<file path="config.mk">
export PLATFORM = sky130hd
export DESIGN_NAME = general_purpose_io_port
export DESIGN_NICKNAME = d
export VERILOG_FILES = /design/src/design/gpio_pkg.sv /design/src/design/general_purpose_io_port.sv
export VERILOG_INCLUDE_DIRS = /design/src /design/src/design
export SDC_FILE = /design/constraint.sdc
export NUM_CORES = 1
export LEC_CHECK = 0
export BUFFER_PORTS_ARGS = -buffer_cell sky130_fd_sc_hd__buf_2
export CORE_ASPECT_RATIO = 0.8
export CORE_MARGIN = 8
export CORE_UTILIZATION = 54
export CTS_CLUSTER_SIZE = 10
export DETAILED_ROUTE_END_ITERATION = 16
export PLACE_DENSITY = 0.83
export SLEW_MARGIN = 20
export SYNTH_ARGS = -nofsm -noshare
export SYNTH_HDL_FRONTEND = slang
export SYNTH_SLANG_ARGS = --single-unit
</file>
<file path="constraint.sdc">
create_clock -name hclk -period 2.55 [get_ports hclk]
set_input_delay 0.255 -clock hclk [delete_from_list [all_inputs] [get_ports hclk]]
set_output_delay 0.255 -clock hclk [all_outputs]
set_load 0.005 [all_outputs]
</file>
<file path="src/design/gpio_consts.svh">
`ifndef GPIO_CONSTS_SVH
`define GPIO_CONSTS_SVH

// Register byte offsets
`define OFF_PIN_LEVEL      12'h000
`define OFF_OUTPUT_LATCH   12'h004
`define OFF_DIRECTION      12'h008
`define OFF_ANALOG_SELECT  12'h00c
`define OFF_PULLUP         12'h010
`define OFF_THRESHOLD      12'h014
`define OFF_SLEW_LIMIT     12'h018
`define OFF_OPEN_DRAIN     12'h01c
`define OFF_PERIPH_ENABLE  12'h020
`define OFF_ANALOG_OUT     12'h024
`define OFF_SERIAL_OWN     12'h028

// Reset values (6-bit port)
`define RST_DIRECTION      6'h3f
`define RST_ANALOG_SELECT  6'h3f
`define RST_PULLUP         6'h00
`define RST_THRESHOLD      6'h3f
`define RST_SLEW_LIMIT     6'h3f
`define RST_OPEN_DRAIN     6'h00
`define RST_OUTPUT_LATCH   6'h00
`define RST_PERIPH         6'h00

// AHB transfer type and response
`define HTRANS_NONSEQ      2'h2
`define HRESP_OKAY         1'b0

`endif

</file>
<file path="src/design/gpio_pkg.sv">
package gpio_pkg;
    typedef enum logic [3:0] {
        REG_PIN_LEVEL,
        REG_OUTPUT_LATCH,
        REG_DIRECTION,
        REG_ANALOG_SELECT,
        REG_PULLUP,
        REG_THRESHOLD,
        REG_SLEW_LIMIT,
        REG_OPEN_DRAIN,
        REG_PERIPH_ENABLE,
        REG_ANALOG_OUT,
        REG_SERIAL_OWN,
        REG_NONE
    } reg_sel_t;
endpackage

</file>
<file path="src/design/general_purpose_io_port.sv">
`timescale 1ns/1ps
`include "gpio_consts.svh"
// How it works
// - Pin read gives pins, latch read gives latch
// - Either register write updates the latch
// - Writes replace the whole latch with the written word
// - First port has six bidirectional pins
// - Direction one disables the output driver
// - Direction zero drives latch onto pin
// - Direction controls drivers even in analog mode
// - Analog select disables digital input buffer
// - Digital reads of analog pins return zero
// - Analog select does not block digital output
// - Analog select resets to analog mode
// - Output defaults to latch after reset
// - Enabled peripheral blocks latch drive, readable
// - Analog output overrides all digital drivers
// - Analog inputs connect whenever analog selected
// - Open-drain drives low or releases only
// - Serial bus ownership forces open-drain
// - Slew bit set limits slew rate
// - Threshold choice feeds reads
// - Separate weak pull-up enable per pin
// - Threshold one Schmitt, zero TTL
// - Pull-up disabled while pad driver is enabled
module general_purpose_io_port #(
    parameter int WIDTH = 6
) (
    input  wire logic             hclk,              // System clock
    input  wire logic             hresetn,           // Async reset, low
    input  wire logic             hsel,              // Slave select
    input  wire logic [11:0]      haddr,             // Byte address
    input  wire logic [1:0]       htrans,            // Transfer type
    input  wire logic             hwrite,            // Write
    input  wire logic [2:0]       hsize,             // Size, word only
    input  wire logic             hready,            // Bus ready in
    input  wire logic [31:0]      hwdata,            // Write data
    output logic      [31:0]      hrdata,            // Read data
    output logic                  hreadyout,         // Slave ready
    output logic                  hresp,             // Response
    input  wire logic [WIDTH-1:0] pin_in,            // Pad level
    input  wire logic [WIDTH-1:0] periph_out,        // Peripheral drive value
    input  wire logic [WIDTH-1:0] periph_oe,         // Peripheral wants drive
    output logic      [WIDTH-1:0] pin_out,           // Pad drive value
    output logic      [WIDTH-1:0] pin_oe,            // Pad driver enable
    output logic      [WIDTH-1:0] pullup_on,         // Weak pull-up active
    output logic      [WIDTH-1:0] slew_limited,      // Limited slew control
    output logic      [WIDTH-1:0] schmitt_select,    // Schmitt threshold on
    output logic      [WIDTH-1:0] analog_connect,    // Analog input switch
    output logic      [WIDTH-1:0] digital_in_enable, // Digital buffer enable
    output logic      [WIDTH-1:0] digital_in         // Synced pin value
);
    // ==========================================================
    // Registers
    // ==========================================================
    logic [WIDTH-1:0] output_latch_reg;
    logic [WIDTH-1:0] direction_bits;
    logic [WIDTH-1:0] analog_select_bits;
    logic [WIDTH-1:0] pullup_enable_bits;
    logic [WIDTH-1:0] input_threshold_bits;
    logic [WIDTH-1:0] slew_limit_bits;
    logic [WIDTH-1:0] open_drain_bits;
    logic [WIDTH-1:0] periph_enable_bits;
    logic [WIDTH-1:0] analog_out_bits;
    logic [WIDTH-1:0] serial_own_bits;
    logic [WIDTH-1:0] sync1;
    logic [WIDTH-1:0] sync2;
    logic [WIDTH-1:0] pin_level_reg;
    logic             wr_pend;
    gpio_pkg::reg_sel_t wr_sel;
    gpio_pkg::reg_sel_t addr_sel;
    logic             take;

    function automatic gpio_pkg::reg_sel_t decode(input logic [11:0] a);
        unique case (a)
            `OFF_PIN_LEVEL:     decode = gpio_pkg::REG_PIN_LEVEL;
            `OFF_OUTPUT_LATCH:  decode = gpio_pkg::REG_OUTPUT_LATCH;
            `OFF_DIRECTION:     decode = gpio_pkg::REG_DIRECTION;
            `OFF_ANALOG_SELECT: decode = gpio_pkg::REG_ANALOG_SELECT;
            `OFF_PULLUP:        decode = gpio_pkg::REG_PULLUP;
            `OFF_THRESHOLD:     decode = gpio_pkg::REG_THRESHOLD;
            `OFF_SLEW_LIMIT:    decode = gpio_pkg::REG_SLEW_LIMIT;
            `OFF_OPEN_DRAIN:    decode = gpio_pkg::REG_OPEN_DRAIN;
            `OFF_PERIPH_ENABLE: decode = gpio_pkg::REG_PERIPH_ENABLE;
            `OFF_ANALOG_OUT:    decode = gpio_pkg::REG_ANALOG_OUT;
            `OFF_SERIAL_OWN:    decode = gpio_pkg::REG_SERIAL_OWN;
            default:            decode = gpio_pkg::REG_NONE;
        endcase
    endfunction

    // ==========================================================
    // Input path
    // ==========================================================
    // Pad sampled asynchronously to hclk, so two stages first
    always_ff @(posedge hclk or negedge hresetn) begin
        if (!hresetn) begin
            sync1 <= '0;
            sync2 <= '0;
        end else begin
            sync1 <= pin_in;
            sync2 <= sync1;
        end
    end

    // Threshold choice is electrical; the chosen buffer feeds reads
    assign schmitt_select    = input_threshold_bits;
    assign digital_in_enable = ~analog_select_bits;
    assign analog_connect    = analog_select_bits;
    assign pin_level_reg     = sync2 & ~analog_select_bits;
    assign digital_in        = pin_level_reg;

    // ==========================================================
    // Output path
    // ==========================================================
    always_comb begin
        for (int i = 0; i < WIDTH; i++) begin
            logic drv_val;
            logic drv_en;
            logic od;
            drv_val = output_latch_reg[i];
            drv_en  = ~direction_bits[i];
            if (periph_enable_bits[i]) begin
                drv_val = periph_out[i];
                drv_en  = periph_oe[i];
            end
            od = open_drain_bits[i] | serial_own_bits[i];
            pin_out[i] = od ? 1'b0 : drv_val;
            pin_oe[i]  = drv_en & ~(od & drv_val)
                         & ~analog_out_bits[i];
        end
    end

    assign pullup_on    = pullup_enable_bits & ~pin_oe;
    assign slew_limited = slew_limit_bits;

    // ==========================================================
    // AHB-Lite slave, zero wait states
    // ==========================================================
    assign take      = hsel & hready & htrans[1];
    assign addr_sel  = decode(haddr);
    assign hreadyout = 1'b1;
    assign hresp     = `HRESP_OKAY;

    always_ff @(posedge hclk or negedge hresetn) begin
        if (!hresetn) begin
            wr_pend <= 1'b0;
            wr_sel  <= gpio_pkg::REG_NONE;
        end else begin
            wr_pend <= take & hwrite;
            wr_sel  <= addr_sel;
        end
    end

    // Read data registered from address phase
    always_ff @(posedge hclk or negedge hresetn) begin
        if (!hresetn) begin
            hrdata <= 32'h0000_0000;
        end else if (take && !hwrite) begin
            hrdata <= 32'h0000_0000;
            unique case (addr_sel)
                gpio_pkg::REG_PIN_LEVEL:     hrdata[WIDTH-1:0] <= pin_level_reg;
                gpio_pkg::REG_OUTPUT_LATCH:  hrdata[WIDTH-1:0] <= output_latch_reg;
                gpio_pkg::REG_DIRECTION:     hrdata[WIDTH-1:0] <= direction_bits;
                gpio_pkg::REG_ANALOG_SELECT: hrdata[WIDTH-1:0] <= analog_select_bits;
                gpio_pkg::REG_PULLUP:        hrdata[WIDTH-1:0] <= pullup_enable_bits;
                gpio_pkg::REG_THRESHOLD:     hrdata[WIDTH-1:0] <= input_threshold_bits;
                gpio_pkg::REG_SLEW_LIMIT:    hrdata[WIDTH-1:0] <= slew_limit_bits;
                gpio_pkg::REG_OPEN_DRAIN:    hrdata[WIDTH-1:0] <= open_drain_bits;
                gpio_pkg::REG_PERIPH_ENABLE: hrdata[WIDTH-1:0] <= periph_enable_bits;
                gpio_pkg::REG_ANALOG_OUT:    hrdata[WIDTH-1:0] <= analog_out_bits;
                gpio_pkg::REG_SERIAL_OWN:    hrdata[WIDTH-1:0] <= serial_own_bits;
                gpio_pkg::REG_NONE:          hrdata <= 32'h0000_0000;
            endcase
        end
    end

    // Latch: whole word replaces latch, so the merge is the written value
    always_ff @(posedge hclk or negedge hresetn) begin
        if (!hresetn) begin
            output_latch_reg <= `RST_OUTPUT_LATCH;
        end else if (wr_pend && (wr_sel == gpio_pkg::REG_PIN_LEVEL
                              || wr_sel == gpio_pkg::REG_OUTPUT_LATCH)) begin
            output_latch_reg <= hwdata[WIDTH-1:0];
        end
    end

    always_ff @(posedge hclk or negedge hresetn) begin
        if (!hresetn) begin
            direction_bits       <= `RST_DIRECTION;
            analog_select_bits   <= `RST_ANALOG_SELECT;
            pullup_enable_bits   <= `RST_PULLUP;
            input_threshold_bits <= `RST_THRESHOLD;
            slew_limit_bits      <= `RST_SLEW_LIMIT;
            open_drain_bits      <= `RST_OPEN_DRAIN;
            periph_enable_bits   <= `RST_PERIPH;
            analog_out_bits      <= `RST_PERIPH;
            serial_own_bits      <= `RST_PERIPH;
        end else if (wr_pend) begin
            unique case (wr_sel)
                gpio_pkg::REG_DIRECTION:     direction_bits       <= hwdata[WIDTH-1:0];
                gpio_pkg::REG_ANALOG_SELECT: analog_select_bits   <= hwdata[WIDTH-1:0];
                gpio_pkg::REG_PULLUP:        pullup_enable_bits   <= hwdata[WIDTH-1:0];
                gpio_pkg::REG_THRESHOLD:     input_threshold_bits <= hwdata[WIDTH-1:0];
                gpio_pkg::REG_SLEW_LIMIT:    slew_limit_bits      <= hwdata[WIDTH-1:0];
                gpio_pkg::REG_OPEN_DRAIN:    open_drain_bits      <= hwdata[WIDTH-1:0];
                gpio_pkg::REG_PERIPH_ENABLE: periph_enable_bits   <= hwdata[WIDTH-1:0];
                gpio_pkg::REG_ANALOG_OUT:    analog_out_bits      <= hwdata[WIDTH-1:0];
                gpio_pkg::REG_SERIAL_OWN:    serial_own_bits      <= hwdata[WIDTH-1:0];
                default: ;
            endcase
        end
    end
endmodule

</file>
==> impl_metrics.py, run 1 <==
metrics = {
    "run_status": {
        "status": "finished, final reports clean",
    },
    "routing": {
        "wl_per_cell_um": 20.02,
        "drt-initial-drc-count": 377,
        "vias": 3582,
        "drt-vias-per-instance": 5.815,
        "route.detailed.drc": 0,
        "ant_nets": 0,
        "wirelength_um": 12340,
        "dr.pass1.iters": 4,
    },
    "clocking": {
        "clk_pin_slew_ns": 0.08,
        "numCtsBuffers": 9,
        "cts_resized": 0,
        "ctsHoldBuffers": 6,
        "cts.sinks": 83,
        "cts.path.max_buffers": 2,
        "cts_setup_buffers": 0,
        "clock_latency_ns": 0.36,
        "htreeDepth": 3,
        "cts_tree": "done",
        "root_buffer": "clkbuf_8",
    },
    "power": {
        "ir_worst_vdd_mv": 0.4519,
        "cellPowerDensity_mw_per_mm2": 521.7,
        "power_leakage_nw": 2.401,
    },
    "setup_path": {
        "timing_worst_setup_path_type": "reg -> reg",
        "crit_start": "wr_sel[3]",
        "worstPathMaxFanout": 4,
        "critPathCaptureType": "flop",
        "required_ns": 2.79,
        "cp.arrival_ns": 2.27,
        "start_kind": "flop",
        "reg2reg_from": "wr_sel[3]",
        "r2r_setup_slack_ns": 0.52,
    },
    "worst_hold_path": {
        "holdCritPathClass": "in -> reg",
        "worstHoldStart": "hwrite",
    },
    "timing": {
        "setup_viol": 0,
        "finalMaxSlewViolations": 0,
        "hold-worst-slack_ns": 0.1438,
        "fin_crit_sh_pct": 79.54,
        "period_minus_slack_ns": 2.028,
        "rsz0062_at_grt": "false",
        "hold_viol": 0,
        "slew_headroom_pct": 46.97,
        "finalSetupTns_ns": 0,
        "fmax_ghz": 0.4930,
        "fin_ws_ns": 0.5217,
        "worst_slew_pin_slew_ns": 0.7926,
        "finalClockSkew_ns": 0.009693,
    },
    "die": {
        "die_h_um": 96.25,
        "row_count": 29,
        "fp.dieArea_mm2": 0.01119,
        "die_w_um": 116.3,
        "io_pins": 154,
        "initial_core_util_pct": 55.20,
        "fp.coreArea_mm2": 0.007874,
    },
    "placed_design": {
        "numPortBuffers": 95,
        "gp_congestion": 0.9293,
        "post-dp-hpwl_um": 9059,
        "dp_slack_ns": 0.5738,
    },
    "global_routing": {
        "grt_pass1_vias": 3603,
        "grt-ovfl-total": 0,
        "grt_max_degree": 84,
        "grt.total_usage_pct": 22.83,
        "antenna_found_initial": 0,
        "grt_pass1_wl_um": 19190,
    },
    "synthesis": {
        "synth_area_leaders": "dfrtp_1 32%, dfstp_2 16%, mux2_2 15%",
        "synthFlopType": "dfrtp_1",
        "synthCells": 401,
        "async_reset_ff_share_pct": 100.0,
        "avgSynthCellArea_um2": 10.84,
        "yosysSeqAreaShare_pct": 48.56,
        "synth_commonest_cells": "58 x mux2_2, 56 x dfrtp_1, 31 x nor2_1",
        "synth-seq-cells": 83,
        "synth_cell_type_count": 52,
        "synth_top_area_cell": "dfrtp_1",
        "synth_edf_count": 0,
        "yosysTopAreaCellShare_pct": 32.24,
        "synth_most_common_cell": "mux2_2",
        "yosysWarnings": 0,
        "synth_area_mm2": 0.004347,
    },
    "final_layout": {
        "drive_gt1_share_pct": 42.52,
        "insertedDiodeCount": 0,
        "nets": 575,
        "syn_to_final_growth_pct": 17.96,
        "final_util_pct": 65.12,
    },
    "flow_run": {
        "maxCapViolCount": 0,
    },
}
-- cell usage in the layout, fill, tap and decap left out, drive strengths merged, types with 8 or more instances in the layout --
cell type / count
buf: 107
mux2: 58
dfrtp: 56
nor2: 31
conb: 28
dfstp: 27
nor2b: 18
o21ai: 18
nand2: 17
nor3: 15
a21oi: 14
mux2i: 13
clkbuf: 11
nand3: 8
or3: 8
inv: 8
-- worst paths after layout --
check                                 endpoint  depth (start not counted)
min in group asynchronous   open_drain_bits[3]                          2
min                                    wr_pend                          3
max reg2reg                output_latch_reg[4]                          4
min reg2reg                           sync2[3]                          0
max                        output_latch_reg[4]                          4
max in group asynchronous   analog_out_bits[5]                          2
-- cells by family (layout without fill, tap and decap cells) --
group | count (synthesis) | in the layout | share of synthesized area (%)
buf+inv | 56 | 137 | 7.628
mux | 71 | 71 | 18.02
flops | 83 | 83 | 48.56
compound gates | 64 | 64 | 9.816
other cells | 2 | 28 | 0.1728
simple gates | 125 | 125 | 15.80
-- per-layer routing --
layer / up-vias / track usage, % / share of wire (%)
met1: 1754 / 29.82 / 41
met3: 33 / 6.458 / 11
li1: 1586 / - / -
met4: 0 / 9.473 / 2.6
met5: - / 0 / 0
met2: 209 / 35.14 / 45
-- stage by stage --
step	cell area [um^2]	power, mW	std cells
after floorplan	4444	1.579	427
after detailed placement	4842	1.691	593
after CTS	5114	2.683	615
after global placement	4842	1.680	593
after global routing	5127	2.783	616
final	5127	2.675	616
-- report_power, final --
group          leakage (nW)  switching [mW]  total (mW)  internal (mW)
Combinational          1.30           0.164       0.282          0.118
Clock                 0.106           0.486       0.995          0.509
Sequential            0.996          0.0318        1.40           1.37
-- worst max-delay path, stage by stage (launching register included) --
cell and delay, ns:
dfstp_2 0.38, or3b_1 0.42, nor2_1 0.53, buf_4 0.25
mux2_2 0.34
-- final cells by class --
type / instances / area [um^2]
Fill cell: 657 / 2746
Multi-Input combinational cell: 288 / 2002
Clock inverter: 5 / 60.06
Sequential cell: 83 / 2111
Inverter: 7 / 26.28
Tap cell: 108 / 135.1
Clock buffer: 11 / 151.4
Timing Repair Buffer: 114 / 641.9
Note: power is estimated with default switching activity, not from simulation.
==> run 2, diff against run 1 <==
--- a/config.mk
+++ b/config.mk
@@ -6,13 +6,14 @@
 export SDC_FILE = /design/constraint.sdc
 export NUM_CORES = 1
 export LEC_CHECK = 0
+export ABC_AREA = 1
 export BUFFER_PORTS_ARGS = -buffer_cell sky130_fd_sc_hd__buf_2
 export CORE_ASPECT_RATIO = 0.8
 export CORE_MARGIN = 8
-export CORE_UTILIZATION = 54
+export CORE_UTILIZATION = 45
 export CTS_CLUSTER_SIZE = 10
 export DETAILED_ROUTE_END_ITERATION = 16
-export PLACE_DENSITY = 0.83
+export PLACE_DENSITY = 0.73
 export SLEW_MARGIN = 20
 export SYNTH_ARGS = -nofsm -noshare
 export SYNTH_HDL_FRONTEND = slang
==> constraint.sdc (replaced) <==
create_clock -name hclk -period 1.8 [get_ports hclk]
set_input_delay 0.18 -clock hclk [delete_from_list [all_inputs] [get_ports hclk]]
set_output_delay 0.18 -clock hclk [all_outputs]
set_load 0.005 [all_outputs]
==> run 2 against run 1 <==
Net effect: largest cell class unchanged; register-to-register slack worse by 0.27 ns; largest power group unchanged; synthesized cell count rose by 39%; critical path type is now reg -> out; clock-buffer cell count shrank 2; cell count up 29%; sequential power increased by 36%; synthesized area down 0.43%; clock skew increased by 0.0020 ns; die area increased by 16%.
==> impl_metrics.py, run 2 <==
metrics = {
    "setup_path": {
        "rr_endpoint": "direction_bits[0]",
        "r2r_setup_slack_ns": 0.25,
        "reg2reg_from": "wr_sel[1]",
        "reg2reg_depth": 4,
        "critPathCaptureType": "primary output",
        "timing_worst_setup_path_type": "reg -> out",
        "start_kind": "flop",
        "worstPathMaxFanout": 4,
        "cp.arrival_ns": 1.59,
        "required_ns": 1.62,
    },
    "flow_run": {
        "maxCapViolCount": 0,
    },
    "final_layout": {
        "syn_to_final_growth_pct": 25.09,
        "fillCellCount": 852,
        "insertedDiodeCount": 0,
        "multiInputGateArea_mm2": 0.001919,
        "mostFrequentLayoutCell": "nand2_1",
        "drive_gt1_share_pct": 30.24,
        "fin_cells": 797,
        "nets": 745,
        "register_area_mm2": 0.002111,
        "final_cell_mix": "132 x nand2_1, 94 x buf_2, 74 x nor2_1",
    },
    "power": {
        "power_leakage_nw": 3.033,
        "cellPowerDensity_mw_per_mm2": 744.7,
        "ir_worst_vdd_mv": 0.6850,
        "power.total_mw": 4.032,
    },
    "timing": {
        "hold-worst-slack_ns": 0.05982,
        "fin_crit_sh_pct": 98.31,
        "fmax_ghz": 0.5651,
        "worst_slew_pin_slew_ns": 0.5413,
        "setup_viol": 0,
        "rsz0062_at_grt": "true",
        "slew_headroom_pct": 63.81,
        "finalMaxSlewViolations": 0,
        "finalClockSkew_ns": 0.01169,
        "hold_viol": 0,
        "period_minus_slack_ns": 1.770,
    },
    "clocking": {
        "htreeDepth": 3,
        "cts_tree": "done",
        "numCtsBuffers": 9,
        "cts.sinks": 83,
        "clk_pin_slew_ns": 0.07,
        "cts.path.max_buffers": 2,
        "root_buffer": "clkbuf_16",
        "clock_latency_ns": 0.35,
    },
    "placed_design": {
        "numPortBuffers": 95,
        "dp.cells": 758,
        "gp_congestion": 0.8652,
        "post-dp-hpwl_um": 9639,
    },
    "worst_hold_path": {
        "holdCritPathClass": "in -> reg",
        "min_to": "wr_sel[2]",
        "worstHoldStart": "haddr[1]",
        "hold_depth": 2,
    },
    "die": {
        "initial_core_util_pct": 45.61,
        "die_w_um": 125.6,
        "fp.coreArea_mm2": 0.009489,
        "die_h_um": 103.7,
        "fp.dieArea_mm2": 0.01303,
        "row_count": 32,
        "io_pins": 154,
    },
    "synthesis": {
        "synthFlopType": "dfrtp_1",
        "synth_commonest_cells": "135 x nand2_1, 77 x nor2_1, 64 x o21ai_0",
        "synth-seq-cells": 83,
        "synth_most_common_cell": "nand2_1",
        "yosysTopAreaCellShare_pct": 32.38,
        "synthCells": 556,
        "synth_edf_count": 0,
        "yosysWarnings": 0,
        "yosysSeqAreaShare_pct": 48.77,
        "avgSynthCellArea_um2": 7.784,
        "synth_area_leaders": "dfrtp_1 32%, dfstp_2 16%, nand2_1 12%",
        "synth_area_mm2": 0.004328,
        "synth_cell_type_count": 24,
        "synth_top_area_cell": "dfrtp_1",
        "async_reset_ff_share_pct": 100.0,
    },
    "global_routing": {
        "grt_pass1_wl_um": 20590,
        "antenna_found_initial": 0,
        "grt.total_usage_pct": 19.84,
        "grt_pass1_vias": 4023,
        "grt_max_degree": 38,
        "grt-ovfl-total": 0,
    },
    "routing": {
        "wl_per_cell_um": 16.33,
        "dr.pass1.iters": 5,
        "vias": 4141,
        "drt-initial-drc-count": 267,
        "ant_nets": 0,
        "drt-vias-per-instance": 5.196,
        "wirelength_um": 13020,
        "route.detailed.drc": 0,
    },
    "run_status": {
        "status": "finished, final reports clean",
    },
}
run 2: cell count changes after synthesis, sizes merged, moves of 5 or more:
cell   delta
mux2i    -13
nand3    +52
a22oi     -7
a21oi    -12
or3       -8
mux2     -58
nand4     +5
nor2b    -18
nor2     +56
nand2   +121
inv      +48
o21ai    +48
nor3      -8
run 2: repair_timing:
| item | 4_1_cts | 5_1_grt |
|---|---|---|
| endpoints found under the hold margin | 32 | 0 |
| buffers inserted | 2 | 14 |
| pin swaps | 1 | 8 |
| hold buffers | 7 | 0 |
| endpoints found under the setup margin | 4 | 12 |
| resized for setup | 5 | 25 |
run 2: kinds of logic after synthesis:
family / count (synthesis) / synth area share [%]
AOI/OAI and AO/OA: 75 / 10.09
other: 2 / 0.1735
DFF: 83 / 48.77
buffers and inverters: 97 / 11.07
and+or+nand+nor: 299 / 29.89
run 2: final cells by class:
class,instances,share of cell area (%)
Clock inverter,7,1.479
Inverter,55,3.813
Tap cell,119,2.750
Multi-Input combinational cell,402,35.45
Sequential cell,83,38.99
Clock buffer,9,4.160
Timing Repair Buffer,122,13.36
run 2: worst max path at each step:
stage	startpoint	endpoint	slack (ns)	cells past startpoint
floorplan	wr_sel[1]	direction_bits[0]	0.57	5
global placement	haddr[11]	hrdata[2]	0.24	10
detailed placement	haddr[9]	hrdata[2]	0.18	10
CTS	periph_enable_bits[1]	pullup_on[1]	-0.001	7
global route	periph_enable_bits[3]	pullup_on[3]	-0.09	7
finish	periph_enable_bits[3]	pullup_on[3]	0.03	7
run 2: per-layer routing:
metal  vias up  global-route usage (%)  wire [um]
met5         -                       0          0
met4         0                   6.071        255
met3        22                   7.531       1263
met2       184                   30.92       6088
met1      1969                   24.96       5411
li1       1966                       -          -
run 2: metrics by stage:
stage	instance area [um^2]	setup WS [ns]	utilization, %	TNS, ns
finish	5414	0.03041	57.05	0
global route	5414	-0.09091	57.05	-0.3144
CTS	5244	-0.001222	55.26	-0.001222
detailed placement	4835	0.1837	50.95	0
global placement	4835	0.2393	50.95	0
floorplan	4425	0.5687	-	0
run 2: worst max-delay path: stages (launching register included):
cell and delay (ns):
dfrtp_1 0.41, inv_2 0.11, nand2_1 0.07, o21ai_2 0.07
nor2_2 0.06, a2111oi_4 0.29, nor2_1 0.09, buf_2 0.13
run 2: power by group:
group	total, mW	internal, mW	switching, mW
clock	1.90	1.10	0.804
combinational	0.230	0.0792	0.151
sequential	1.90	1.89	0.0120
total	4.03	3.06	0.967
